<file path="config.mk">
export PLATFORM = sky130hd
export DESIGN_NAME = mmcd_decoder
export DESIGN_NICKNAME = d
export VERILOG_FILES = /design/src/core/mmcd_pkg.sv /design/src/core/mmcd_decoder.sv
export SDC_FILE = /design/constraint.sdc
export NUM_CORES = 1
export LEC_CHECK = 0
export BUFFER_PORTS_ARGS = -buffer_cell sky130_fd_sc_hd__buf_4
export CORE_MARGIN = 1
export CORE_UTILIZATION = 30
export CTS_CLUSTER_SIZE = 24
export DETAILED_ROUTE_END_ITERATION = 10
export SLEW_MARGIN = 20
export SYNTH_ARGS = -nofsm -noshare
export SYNTH_HDL_FRONTEND = slang
export SYNTH_SLANG_ARGS = --single-unit
</file>
<file path="constraint.sdc">
create_clock -name clk_in -period 74.8 [get_ports clk_in]
set_clock_uncertainty 0.15 [all_clocks]
set_input_delay 14.96 -clock clk_in [delete_from_list [all_inputs] [get_ports clk_in]]
set_output_delay 14.96 -clock clk_in [all_outputs]
set_load 0.005 [all_outputs]
</file>
<file path="src/core/mmcd_pkg.sv">
package mmcd_pkg;
   // ----------------------------------------
   // Timing
   // ----------------------------------------
   localparam int CLK_NS = 10;
   localparam int SETTLE_NS = 1000;
   localparam logic [7:0] SETTLE_CYC = 8'((SETTLE_NS + CLK_NS - 1) / CLK_NS);
   // ----------------------------------------
   // Register port
   // ----------------------------------------
   localparam logic [7:0] CTRL_ADDR = 8'h00;
   localparam logic [7:0] STATUS_ADDR = 8'h04;
   localparam int CTRL_CLEAR_BIT = 0;
   // ----------------------------------------
   // Command codes
   // ----------------------------------------
   localparam logic [7:0] RANGE_AUTO = 8'h00;
   localparam logic [7:0] RANGE_MIN = 8'h01;
   localparam logic [7:0] RANGE_MAX = 8'h0B;
   localparam logic [7:0] RANGE_CANCEL = 8'h0C;
   localparam logic [7:0] PARAM_OFF = 8'h00;
   localparam logic [7:0] PARAM_ON = 8'h01;
   localparam logic [7:0] PARAM_SAT = 8'hFF;
   localparam logic [3:0] RANGE_RESET = 4'hB;
   localparam int QDEPTH = 4;
   // ----------------------------------------
   // Characters
   // ----------------------------------------
   localparam logic [7:0] CH_EXEC = 8'h58;
   localparam logic [7:0] CH_A = 8'h41;
   localparam logic [7:0] CH_Z = 8'h5A;
   localparam logic [7:0] CH_0 = 8'h30;
   localparam logic [7:0] CH_9 = 8'h39;
   localparam logic [7:0] CH_RANGE = 8'h52;
   localparam logic [7:0] CH_CHECK = 8'h43;
   localparam logic [7:0] CH_CORR = 8'h5A;
   localparam logic [7:0] CH_SUPP = 8'h4E;
   localparam logic [7:0] CH_DISP = 8'h44;
   localparam logic [7:0] CH_FUNC = 8'h46;
   localparam logic [7:0] CH_TRIG = 8'h54;
   // ----------------------------------------
   // Readings
   // ----------------------------------------
   localparam int RD_W = 48;
   localparam logic [47:0] FS_BASE = 48'h0000_0000_07D0;
   localparam logic [47:0] DECADE = 48'h0000_0000_000A;
   // ----------------------------------------
   // Types
   // ----------------------------------------
   typedef enum logic [3:0] {
      K_OTHER, K_RANGE, K_CHECK, K_CORR, K_SUPP, K_DISP, K_FUNC, K_TRIG
   } mmcd_kind_t;
   typedef struct packed {
      mmcd_kind_t kind;
      logic [7:0] param;
   } mmcd_cmd_t;
   typedef struct packed {
      logic [20:0] rsvd;
      logic busy;
      logic overrange;
      logic display_source;
      logic suppress;
      logic zero_correct;
      logic zero_check;
      logic auto_range;
      logic [3:0] range;
   } mmcd_status_t;
endpackage : mmcd_pkg

</file>
<file path="src/core/mmcd_decoder.sv">
`timescale 1ns/1ps
// Operation
// - Reset or clear selects automatic ranging
// - Range 0 auto, 1-11 fixed, 12 cancels
// - Fixed range command leaves automatic ranging
// - Range command ready after range settles
// - Zero check 0 off, 1 on
// - Zero correct 0 off, 1 on
// - Correct with check on captures offset
// - Correct with check off keeps offset
// - Ready on reading done or settling
// - Reset or clear: check on, correct off
// - Queued commands execute strictly in order
// - Suppress enable captures next conversion
// - Suppressed reading is corrected input minus baseline
// - Overrange judged after baseline subtraction
// - Autorange steps up for suppressed reading
// - Range below baseline reports overrange
// - Function change cancels suppression
// - Display 0 meter, 1 source value
// - Reset or clear shows meter reading
// - Electrometer commands revert display to meter
module mmcd_decoder (
   // Clock and reset
   input wire logic clk_in,
   input wire logic rst_in,
   // Bus interface side
   input wire logic dev_clear_in,
   input wire logic char_valid_in,
   input wire logic [7:0] char_in,
   output logic char_ready_out,
   output logic ready_out,
   // Conversion engine
   input wire logic conv_done_in,
   input wire logic signed [47:0] conv_data_in,
   output logic signed [47:0] reading_out,
   output logic overrange_out,
   // Mode outputs
   output mmcd_pkg::mmcd_status_t mode_out,
   output logic signed [47:0] offset_out,
   output logic signed [47:0] baseline_out,
   // Register port
   input wire logic [7:0] reg_addr_in,
   input wire logic [31:0] reg_wdata_in,
   input wire logic reg_wr_in,
   input wire logic reg_rd_in,
   output logic [31:0] reg_rdata_out
);
   // ----------------------------------------
   // Helpers
   // ----------------------------------------
   function automatic logic [47:0] range_cap(input logic [3:0] r);
      logic [47:0] c;
      c = mmcd_pkg::FS_BASE;
      for (int i = 2; i <= 11; i++) begin
         if (i <= int'(r)) begin
            c = c * mmcd_pkg::DECADE;
         end
      end
      return c;
   endfunction : range_cap

   function automatic logic [47:0] mag(input logic signed [47:0] v);
      return v[47] ? 48'(-v) : 48'(v);
   endfunction : mag

   function automatic mmcd_pkg::mmcd_kind_t decode_letter(input logic [7:0] c);
      unique case (c)
         mmcd_pkg::CH_RANGE: return mmcd_pkg::K_RANGE;
         mmcd_pkg::CH_CHECK: return mmcd_pkg::K_CHECK;
         mmcd_pkg::CH_CORR: return mmcd_pkg::K_CORR;
         mmcd_pkg::CH_SUPP: return mmcd_pkg::K_SUPP;
         mmcd_pkg::CH_DISP: return mmcd_pkg::K_DISP;
         mmcd_pkg::CH_FUNC: return mmcd_pkg::K_FUNC;
         mmcd_pkg::CH_TRIG: return mmcd_pkg::K_TRIG;
         default: return mmcd_pkg::K_OTHER;
      endcase
   endfunction : decode_letter

   typedef enum {S_IDLE, S_POP, S_SETTLE, S_CONV} mmcd_state_t;
   typedef enum {W_NONE, W_OFFSET, W_BASE} mmcd_wait_t;

   mmcd_state_t state;
   mmcd_wait_t wait_kind;
   mmcd_pkg::mmcd_cmd_t queue [mmcd_pkg::QDEPTH];
   logic [1:0] q_head;
   logic [1:0] q_tail;
   logic [2:0] q_count;
   mmcd_pkg::mmcd_cmd_t cur;
   logic cur_has;
   logic [7:0] settle_cnt;
   logic [3:0] range;
   logic auto_range;
   logic zero_check;
   logic zero_correct;
   logic suppress;
   logic display_source;
   logic signed [47:0] offset;
   logic signed [47:0] baseline;
   logic over_meas;
   logic clear;
   logic accept;
   logic is_letter;
   logic is_digit;
   logic push;
   logic pop;
   logic go_exec;
   mmcd_pkg::mmcd_cmd_t head;
   logic signed [47:0] corrected;
   logic signed [47:0] next_reading;
   logic [47:0] cap;

   // ----------------------------------------
   // Register port
   // ----------------------------------------
   assign clear = rst_in | dev_clear_in |
      (reg_wr_in && reg_addr_in == mmcd_pkg::CTRL_ADDR &&
       reg_wdata_in[mmcd_pkg::CTRL_CLEAR_BIT]);

   always_ff @(posedge clk_in) begin
      if (rst_in) begin
         reg_rdata_out <= 32'h0000_0000;
      end else if (reg_rd_in && reg_addr_in == mmcd_pkg::STATUS_ADDR) begin
         reg_rdata_out <= mode_out;
      end else begin
         reg_rdata_out <= 32'h0000_0000;
      end
   end

   // ----------------------------------------
   // Character parser
   // ----------------------------------------
   assign char_ready_out = (state == S_IDLE);
   assign accept = char_valid_in && char_ready_out;
   assign is_letter = char_in >= mmcd_pkg::CH_A && char_in <= mmcd_pkg::CH_Z;
   assign is_digit = char_in >= mmcd_pkg::CH_0 && char_in <= mmcd_pkg::CH_9;
   assign push = accept && is_letter && cur_has && q_count < 3'(mmcd_pkg::QDEPTH);
   assign go_exec = accept && char_in == mmcd_pkg::CH_EXEC;

   always_ff @(posedge clk_in) begin
      if (clear) begin
         cur_has <= 1'b0;
         cur <= '0;
      end else if (accept && char_in == mmcd_pkg::CH_EXEC) begin
         cur_has <= 1'b0;
      end else if (accept && is_letter) begin
         cur_has <= 1'b1;
         cur.kind <= decode_letter(char_in);
         cur.param <= mmcd_pkg::PARAM_OFF;
      end else if (accept && is_digit && cur_has) begin
         if (cur.param > mmcd_pkg::PARAM_SAT / 8'h0A - 8'h01) begin
            cur.param <= mmcd_pkg::PARAM_SAT;
         end else begin
            cur.param <= 8'(cur.param * 8'h0A + (char_in - mmcd_pkg::CH_0));
         end
      end
   end

   // ----------------------------------------
   // Command queue
   // ----------------------------------------
   assign pop = (state == S_POP) && q_count != 3'h0;
   assign head = queue[q_head];

   always_ff @(posedge clk_in) begin
      if (clear) begin
         q_head <= 2'h0;
         q_tail <= 2'h0;
         q_count <= 3'h0;
      end else if (push) begin
         queue[q_tail] <= cur;
         q_tail <= q_tail + 2'h1;
         q_count <= q_count + 3'h1;
      end else if (pop) begin
         q_head <= q_head + 2'h1;
         q_count <= q_count - 3'h1;
      end
   end

   // ----------------------------------------
   // Execution sequencer
   // ----------------------------------------
   always_ff @(posedge clk_in) begin
      if (clear) begin
         state <= S_IDLE;
         wait_kind <= W_NONE;
         settle_cnt <= 8'h00;
      end else begin
         unique case (state)
            S_IDLE: begin
               if (go_exec) begin
                  state <= S_POP;
               end
            end
            S_POP: begin
               if (q_count == 3'h0) begin
                  state <= S_IDLE;
               end else if (head.kind == mmcd_pkg::K_RANGE ||
                            head.kind == mmcd_pkg::K_CHECK) begin
                  state <= S_SETTLE;
                  settle_cnt <= mmcd_pkg::SETTLE_CYC;
               end else if (head.kind == mmcd_pkg::K_CORR) begin
                  state <= S_CONV;
                  wait_kind <= (head.param == mmcd_pkg::PARAM_ON && zero_check) ?
                     W_OFFSET : W_NONE;
               end else if (head.kind == mmcd_pkg::K_SUPP &&
                            head.param == mmcd_pkg::PARAM_ON) begin
                  state <= S_CONV;
                  wait_kind <= W_BASE;
               end
            end
            S_SETTLE: begin
               settle_cnt <= settle_cnt - 8'h01;
               if (settle_cnt == 8'h01) begin
                  state <= S_POP;
               end
            end
            S_CONV: begin
               if (conv_done_in) begin
                  state <= S_POP;
                  wait_kind <= W_NONE;
               end
            end
         endcase
      end
   end

   assign ready_out = (state == S_IDLE);

   // ----------------------------------------
   // Mode state
   // ----------------------------------------
   assign corrected = zero_correct ? 48'(conv_data_in - offset) : conv_data_in;
   assign next_reading = suppress ? 48'(corrected - baseline) : corrected;
   assign cap = range_cap(range);

   always_ff @(posedge clk_in) begin
      if (clear) begin
         auto_range <= 1'b1;
         range <= mmcd_pkg::RANGE_RESET;
         zero_check <= 1'b1;
         zero_correct <= 1'b0;
         suppress <= 1'b0;
         display_source <= 1'b0;
      end else if (pop) begin
         if (head.kind != mmcd_pkg::K_DISP && head.kind != mmcd_pkg::K_OTHER) begin
            display_source <= 1'b0;
         end
         unique case (head.kind)
            mmcd_pkg::K_RANGE: begin
               if (head.param == mmcd_pkg::RANGE_AUTO) begin
                  auto_range <= 1'b1;
               end else if (head.param == mmcd_pkg::RANGE_CANCEL) begin
                  auto_range <= 1'b0;
               end else if (head.param <= mmcd_pkg::RANGE_MAX) begin
                  auto_range <= 1'b0;
                  range <= head.param[3:0];
               end
            end
            mmcd_pkg::K_CHECK: begin
               if (head.param == mmcd_pkg::PARAM_OFF) zero_check <= 1'b0;
               if (head.param == mmcd_pkg::PARAM_ON) zero_check <= 1'b1;
            end
            mmcd_pkg::K_CORR: begin
               if (head.param == mmcd_pkg::PARAM_OFF) zero_correct <= 1'b0;
               if (head.param == mmcd_pkg::PARAM_ON) zero_correct <= 1'b1;
            end
            mmcd_pkg::K_SUPP: begin
               if (head.param == mmcd_pkg::PARAM_OFF) suppress <= 1'b0;
            end
            mmcd_pkg::K_DISP: begin
               if (head.param == mmcd_pkg::PARAM_OFF) display_source <= 1'b0;
               if (head.param == mmcd_pkg::PARAM_ON) display_source <= 1'b1;
            end
            mmcd_pkg::K_FUNC: suppress <= 1'b0;
            default: begin
            end
         endcase
      end else if (state == S_CONV && conv_done_in && wait_kind == W_BASE) begin
         suppress <= 1'b1;
      end else if (conv_done_in && auto_range) begin
         // Step up on overrange, down when reading fits a decade lower
         if ((mag(next_reading) > cap || (suppress && mag(baseline) > cap)) &&
             range < mmcd_pkg::RANGE_RESET) begin
            range <= range + 4'h1;
         end else if (mag(next_reading) < cap / mmcd_pkg::DECADE &&
                      range > mmcd_pkg::RANGE_MIN[3:0] &&
                      !(suppress && mag(baseline) > cap / mmcd_pkg::DECADE)) begin
            range <= range - 4'h1;
         end
      end
   end

   // Offset and baseline captures; offset survives a device clear
   always_ff @(posedge clk_in) begin
      if (rst_in) begin
         offset <= '0;
         baseline <= '0;
      end else if (state == S_CONV && conv_done_in) begin
         if (wait_kind == W_OFFSET) offset <= conv_data_in;
         if (wait_kind == W_BASE) baseline <= corrected;
      end
   end

   // ----------------------------------------
   // Readings
   // ----------------------------------------
   always_ff @(posedge clk_in) begin
      if (rst_in) begin
         reading_out <= '0;
         over_meas <= 1'b0;
         overrange_out <= 1'b0;
      end else begin
         if (conv_done_in) begin
            reading_out <= next_reading;
            over_meas <= mag(next_reading) > cap;
         end
         overrange_out <= over_meas || (suppress && mag(baseline) > cap);
      end
   end

   always_comb begin
      mode_out = '0;
      mode_out.busy = (state != S_IDLE);
      mode_out.overrange = overrange_out;
      mode_out.display_source = display_source;
      mode_out.suppress = suppress;
      mode_out.zero_correct = zero_correct;
      mode_out.zero_check = zero_check;
      mode_out.auto_range = auto_range;
      mode_out.range = range;
   end
   assign offset_out = offset;
   assign baseline_out = baseline;

   // ----------------------------------------
   // Checks
   // ----------------------------------------
   a_clear_modes: assert property (@(posedge clk_in) disable iff (rst_in)
      dev_clear_in |=> auto_range && zero_check && !zero_correct && !display_source)
      else $error("modes wrong after device clear");
   a_range_fixed: assert property (@(posedge clk_in) disable iff (clear)
      pop && head.kind == mmcd_pkg::K_RANGE && head.param == 8'h03
      |=> !auto_range && range == 4'h3)
      else $error("fixed range not taken");
   // Cycles since the last range command, held once past the settle time
   logic [7:0] range_wait;

   always_ff @(posedge clk_in) begin
      if (clear) begin
         range_wait <= 8'h00;
      end else if (pop && head.kind == mmcd_pkg::K_RANGE) begin
         range_wait <= 8'h01;
      end else if (range_wait != 8'h00 && range_wait <= mmcd_pkg::SETTLE_CYC) begin
         range_wait <= range_wait + 8'h01;
      end
   end

   a_range_settle: assert property (@(posedge clk_in) disable iff (clear)
      range_wait != 8'h00 && range_wait <= mmcd_pkg::SETTLE_CYC |-> !ready_out)
      else $error("ready before range settled");
   a_offset_keep: assert property (@(posedge clk_in) disable iff (rst_in)
      pop && head.kind == mmcd_pkg::K_CORR && !zero_check
      |=> $stable(offset) && wait_kind != W_OFFSET)
      else $error("offset changed with zero check off");
   a_offset_take: assert property (@(posedge clk_in) disable iff (rst_in)
      state == S_CONV && wait_kind == W_OFFSET && conv_done_in
      |=> offset == $past(conv_data_in))
      else $error("offset not captured");
   a_exec_order: assert property (@(posedge clk_in) disable iff (clear)
      state != S_IDLE |-> !char_ready_out && !push)
      else $error("characters taken while executing");
   a_supp_diff: assert property (@(posedge clk_in) disable iff (rst_in)
      conv_done_in && suppress
      |=> reading_out == 48'($past(conv_data_in) - ($past(zero_correct) ? $past(offset) : 48'sh0)
                             - $past(baseline)))
      else $error("suppressed reading wrong");
   a_base_over: assert property (@(posedge clk_in) disable iff (rst_in)
      suppress && mag(baseline) > cap ##1 suppress && $stable(baseline) && $stable(range)
      |-> overrange_out)
      else $error("overrange missing below baseline");
   a_func_clear: assert property (@(posedge clk_in) disable iff (clear)
      pop && head.kind == mmcd_pkg::K_FUNC |=> !suppress && !display_source)
      else $error("function change kept suppression");
endmodule : mmcd_decoder

</file>
==> results_dict.tcl, run 1 <==
set metrics [dict create \
    drive_gt1_share_pct 8.211 \
    finalSetupViolCount 0 \
    wl_per_cell_um 17.35 \
    drtIter0Drc 3470 \
    antenna_found_initial 0 \
    grt_pass1_wl_um 218900 \
    die_y_um 380.0 \
    wl_met1_um 61550 \
    insertion_delay_ns 0.59 \
    max_freq_ghz 0.02142 \
    drc 0 \
    min_period_ns 46.68 \
    tightest_slew_ns 1.135 \
    slew_headroom_pct 24.17 \
    gr-usage-all-layers_pct 18.01 \
    syn_area_mm2 0.04287 \
    nets 6784 \
    dp_worst_setup_slack_ns 29.13 \
    path_max_fanout 20 \
    yosys_warnings 0 \
    arrival_ns 47.00 \
    synth_edf_count 44 \
    end_kind "flip-flop" \
    slew_violations 0 \
    slowest_delay_ns 0.85 \
    vias_per_cell 5.532 \
    port_buffers 240 \
    dr.pass1.iters 6 \
    ys_types 138 \
    critPathLaunchType "flip-flop" \
    cts_max_path_buffers 3 \
    gp_congestion 0.9448 \
    setup_slack_ns 28.12 \
    wl_met3_um 6548 \
    outcome "complete, no violations" \
    period_share_pct 62.41 \
    first_global_vias 40570 \
    hp-class "flip-flop to flip-flop" \
    wl_met2_um 64270 \
    layout_common_cells "ha_1 (694), nor2_1 (575), a21oi_1 (525), nand2_1 (520), o21ai_0 (427)" \
    io_pins 314 \
    crit_top_cell "ha_1" \
    critPathRequiredTime_ns 75.12 \
    syn_to_final_growth_pct 9.894 \
    grt_max_degree 99 \
    top_layer "met4" \
    cap_violations 0 \
    post_cts_buffers 0 \
    rsz0062_at_grt "no" \
    die_area_mm2 0.1444 \
    cts_buffers 24 \
    overflow 0 \
    ant_nets 0 \
    synth_ff_type "dfxtp_1" \
    synthArstFlopShare_pct 0 \
    tns_ns 0 \
    cts_resized 0 \
    cts_sinks 243 \
    die_w_um 380.0 \
    start_util_pct 30.28 \
    rows 138 \
    synth_seq_cells 243 \
    path_clk_slew_ns 0.10 \
    vias 43600 \
    cts_tree "yes" \
    cts_hold_buf 0 \
    dp_hpwl_um 110200 \
    syn_avg_cell_area_um2 7.252 \
    final_common_cell "ha_1" \
    finalHoldViolCount 0 \
    drt_wl_total_um 136800 \
    cpMaxStageDelayCell "a221oi_2" \
    yosysSeqAreaShare_pct 12.37 \
    num_antenna_cells 0 \
    core_mm2 0.1416 \
    crit_type "flip-flop to flip-flop" \
    cts_max_level 1 \
    root_buffer "clkbuf_16" \
    synthCells 5912 \
]
metal layers:
metal / global-route usage (%) / up-vias
met4: 5.541 / 0
met5: 0 / -
met3: 1.501 / 150
li1: - / 21660
met1: 23.72 / 20620
met2: 30.93 / 1174
stage by stage:
| stage | std cells | utilization (%) | area, um^2 | hold WS, ns |
|---|---|---|---|---|
| floorplan | 5956 | - | 43040 | 0.2896 |
| global placement | 7838 | 32.68 | 46270 | 0.3101 |
| detailed placement | 7838 | 32.69 | 46280 | 0.3156 |
| CTS | 7882 | 33.27 | 47110 | 0.3257 |
| global route | 7882 | 33.28 | 47110 | 0.3470 |
| finish | 7882 | 33.28 | 47110 | 0.3241 |
sequential cells by signal, indices dropped and copies added (netlist names), named ones only:
signal and cells:
suppress 1, q_count 3, wait_kind 2, cur 11
q_head 2, q_tail 2, zero_correct 1, display_source 1
auto_range 1, offset_out 48, queue 44, overrange_out 1
state 2, cur_has 1, baseline_out 48, zero_check 1
reg_rdata_out 11, settle_cnt 8, reading_out 48, range 4
over_meas 1
logic make-up after synthesis:
group                    share of synthesized area, %
other                                         0.01752
multiplexers                                    2.860
AO/OA/AOI/OAI                                   28.83
adder cells (fa/ha/maj)                         20.88
buffers and inverters                           6.870
flip-flops                                      12.37
AND/OR/NAND/NOR                                 21.59
XOR/XNOR                                        6.575
worst max-delay path: cells and delay by family (launching register included):
kind,cells,cell delay (ns)
AO/OA/AOI/OAI,73,23.54
XOR/XNOR,5,0.77
adder cells (fa/ha/maj),20,6.24
buffers and inverters,8,1.43
flip-flops,1,0.58
multiplexers,8,2.78
AND/OR/NAND/NOR,42,10.98
cell usage after synthesis (42+ instances only):
library cell    n  area (um^2)
a211oi_1      150         1126
a21boi_0       51        382.9
a21o_1        117        878.3
a21oi_1       526         2633
a31oi_1        49        306.5
and2_1         73        456.7
and3_1         54        337.8
buf_4          52        390.4
clkbuf_1      190        713.2
dfxtp_1       199         3984
edfxtp_1       44         1321
ha_1          694         8683
inv_1         403         1513
mux2i_1        69        690.7
nand2_1       520         1952
nand2b_1       86        538.0
nand3_1       127        635.6
nand4_1       100        625.6
nor2_1        575         2158
nor2b_1        69        431.7
nor3_1        123        615.6
nor4_1         46        287.8
o211ai_1       54        405.4
o21a_1         66        495.5
o21ai_0       429         2147
o21ai_1        42        210.2
o31ai_1        49        367.9
xnor2_1       221         1936
xor2_1         99        867.1
worst paths after layout:
kind,startpoint,endpoint,slack [ns],depth (start not counted)
hold / removal,offset_out[10],offset_out[10],0.32,2
setup / recovery,range[0],range[1],28.12,156
hold reg to reg,offset_out[10],offset_out[10],0.32,2
setup reg to reg,range[0],range[1],28.12,156
area by class of cell:
class                      instances  area, um^2
multi-input combinational       4996       34860
clock inverter                    13       165.2
inverter                         423        1594
tap                             1890        2365
clock buffer                      31       666.9
fill                           15250       94470
sequential                       243        5309
timing repair buffer             286        2151
Power of run 1 is left out: the tool's default activity adds up to more than one toggle a clock period on the data nets, which glitch-free logic cannot reach.
==> inputs of run 2 (changes only) <==
--- a/config.mk
+++ b/config.mk
@@ -5,6 +5,7 @@
 export SDC_FILE = /design/constraint.sdc
 export NUM_CORES = 1
 export LEC_CHECK = 0
+export ABC_AREA = 1
 export BUFFER_PORTS_ARGS = -buffer_cell sky130_fd_sc_hd__buf_4
 export CORE_MARGIN = 1
 export CORE_UTILIZATION = 30
==> constraint.sdc (replaced) <==
create_clock -name clk_in -period 47.9 [get_ports clk_in]
set_clock_uncertainty 0.15 [all_clocks]
set_input_delay 9.58 -clock clk_in [delete_from_list [all_inputs] [get_ports clk_in]]
set_output_delay 9.58 -clock clk_in [all_outputs]
set_load 0.005 [all_outputs]
==> run 2 against run 1 <==
Utilization up 0.50 points. Synthesized area down 6.3%. Cell count up 4.9%. Critical path depth up 146. Sequential cell count unchanged. Synthesized cell count up 7.0%. First-iteration DRC count down 35%.
==> results_dict.tcl, run 2 <==
set metrics [dict create \
    insertion_delay_ns 0.59 \
    synthArstFlopShare_pct 0 \
    yosysSeqAreaShare_pct 13.20 \
    hold_path_startpoint "over_meas" \
    cts_resized 0 \
    synth_ff_type "dfxtp_1" \
    max_freq_ghz 0.02536 \
    core_mm2 0.1321 \
    synth.most_common_cell "nand2_1" \
    layout_common_cells "nand2_1 (1349), inv_1 (790), ha_1 (694), a21oi_1 (565), o21ai_0 (506)" \
    finalHoldViolCount 0 \
    start_util_pct 30.41 \
    overflow 0 \
    r2r_start "range[2]" \
    period_share_pct 82.32 \
    cap_violations 0 \
    rows 133 \
    syn_area_mm2 0.04018 \
    arrival_ns 39.77 \
    gp_congestion 0.9233 \
    path_clk_slew_ns 0.07 \
    syn_avg_cell_area_um2 6.351 \
    yosys_warnings 0 \
    top_layer "met4" \
    drive_gt1_share_pct 9.739 \
    synthTopCellsByArea "ha_1 (22%), nand2_1 (13%), dfxtp_1 (9.9%), inv_1 (7.4%), a21oi_1 (7.0%)" \
    ant_nets 0 \
    rrSetupSlack_ns 8.47 \
    cts_sinks 243 \
    wl_met2_um 55440 \
    synthCells 6327 \
    seq_area_mm2 0.005306 \
    synthTopCellsByCount "nand2_1 (1349), inv_1 (794), ha_1 (694), a21oi_1 (565)" \
    drt_wl_total_um 117900 \
    synth_edf_count 44 \
    post_cts_buffers 0 \
    crit_path_start "range[2]" \
    crit_type "flip-flop to flip-flop" \
    die_w_um 368.0 \
    io_pins 314 \
    antenna_found_initial 0 \
    cpMaxStageDelayCell "o41ai_1" \
    nets 7300 \
    final_common_cell "nand2_1" \
    synth_top_cell_by_area "ha_1" \
    cts_buffers 27 \
    vias_per_cell 4.909 \
    path_depth 302 \
    root_buffer "clkbuf_16" \
    die_area_mm2 0.1354 \
    port_buffers 240 \
    slew_violations 0 \
    tightest_slew_ns 1.090 \
    cts_tree "yes" \
    cts_hold_buf 0 \
    wl_met3_um 4561 \
    ys_types 74 \
    critPathRequiredTime_ns 48.24 \
    worstRegToRegCells 302 \
    hp-class "flip-flop to flip-flop" \
    cts_max_path_buffers 3 \
    drc 0 \
    grt_max_degree 85 \
    critPathLaunchType "flip-flop" \
    wl_met1_um 54230 \
    cts_max_level 1 \
    die_y_um 368.0 \
    crit_top_cell "nand2_1" \
    drtIter0Drc 2265 \
    slew_headroom_pct 27.05 \
    min_period_ns 39.43 \
    wl_per_cell_um 14.26 \
    dr.pass1.iters 6 \
    outcome "complete, no violations" \
    grt_pass1_wl_um 193300 \
    gr-usage-all-layers_pct 16.88 \
    vias 40570 \
    critPathBufInv 40 \
    slowest_delay_ns 0.60 \
    cp_top_family "simple AND/OR/NAND/NOR gates" \
    crit_path_end "range[2]" \
    syn_to_final_growth_pct 11.05 \
    multi_input_area_mm2 0.03082 \
    rsz0062_at_grt "no" \
    synth_seq_cells 243 \
    finalSetupViolCount 0 \
    nFillCells 14530 \
    reg2reg_to "range[2]" \
    tns_ns 0 \
    path_max_fanout 13 \
    num_antenna_cells 0 \
    synth.top_cell.area_share_pct 21.61 \
    end_kind "flip-flop" \
    first_global_vias 38890 \
    dp_hpwl_um 99980 \
]
## run 2: final cells by class
cell class / instances / area share [%]
repair buffers: 268 / 4.509
clock inverters: 15 / 0.5384
flip-flops and latches: 243 / 11.89
multi-input cells: 5060 / 69.07
inverters: 890 / 7.498
clock buffers: 34 / 1.573
well taps: 1755 / 4.921
## run 2: worst reg2reg max path: cells and delay by family (launching register included)
family	cells	cell delay (ns)
flip-flops	1	0.43
adder cells (fa/ha/maj)	20	5.97
AO/OA/AOI/OAI	36	6.86
buffers and inverters	40	3.99
AND/OR/NAND/NOR	204	21.64
XOR/XNOR	2	0.30
## run 2: metrics by stage
stage	std cells	area, um^2	hold slack (ns)	setup slack [ns]	utilization (%)
floorplan	6371	40350	0.2764	16.05	-
global placement	8216	43670	0.3057	9.352	33.05
detailed placement	8216	43680	0.3171	8.524	33.06
CTS	8265	44620	0.3308	8.418	33.77
global route	8265	44620	0.3488	4.035	33.77
finish	8265	44620	0.3255	8.468	33.77
## run 2: worst min-delay path by stage
| stage | to | slack [ns] | cells past startpoint |
|---|---|---|---|
| 6_report | overrange_out | 0.33 | 2 |
| 5_1_grt | offset_out[17] | 0.35 | 2 |
| 3_3_place_gp | q_head[1] | 0.31 | 2 |
| 4_1_cts | offset_out[43] | 0.33 | 2 |
| 2_1_floorplan | overrange_out | 0.28 | 2 |
| 3_5_place_dp | flip-flop | 0.32 | 1 |
## run 2: cells by family after synthesis
logic type	share of synthesized area, %
XOR/XNOR	6.517
AND/OR/NAND/NOR	28.43
AO/OA/AOI/OAI	19.00
multiplexers	0.02491
other	0.01869
adder cells (fa/ha/maj)	22.26
flip-flops	13.20
buffers and inverters	10.54
## run 2: layer usage
layer / track usage, % / vias up
li1: - / 21410
met1: 21.23 / 18400
met2: 29.95 / 653
met3: 1.740 / 110
met4: 5.195 / 0
met5: 0 / -
Power of run 2 is left out for the same reason.
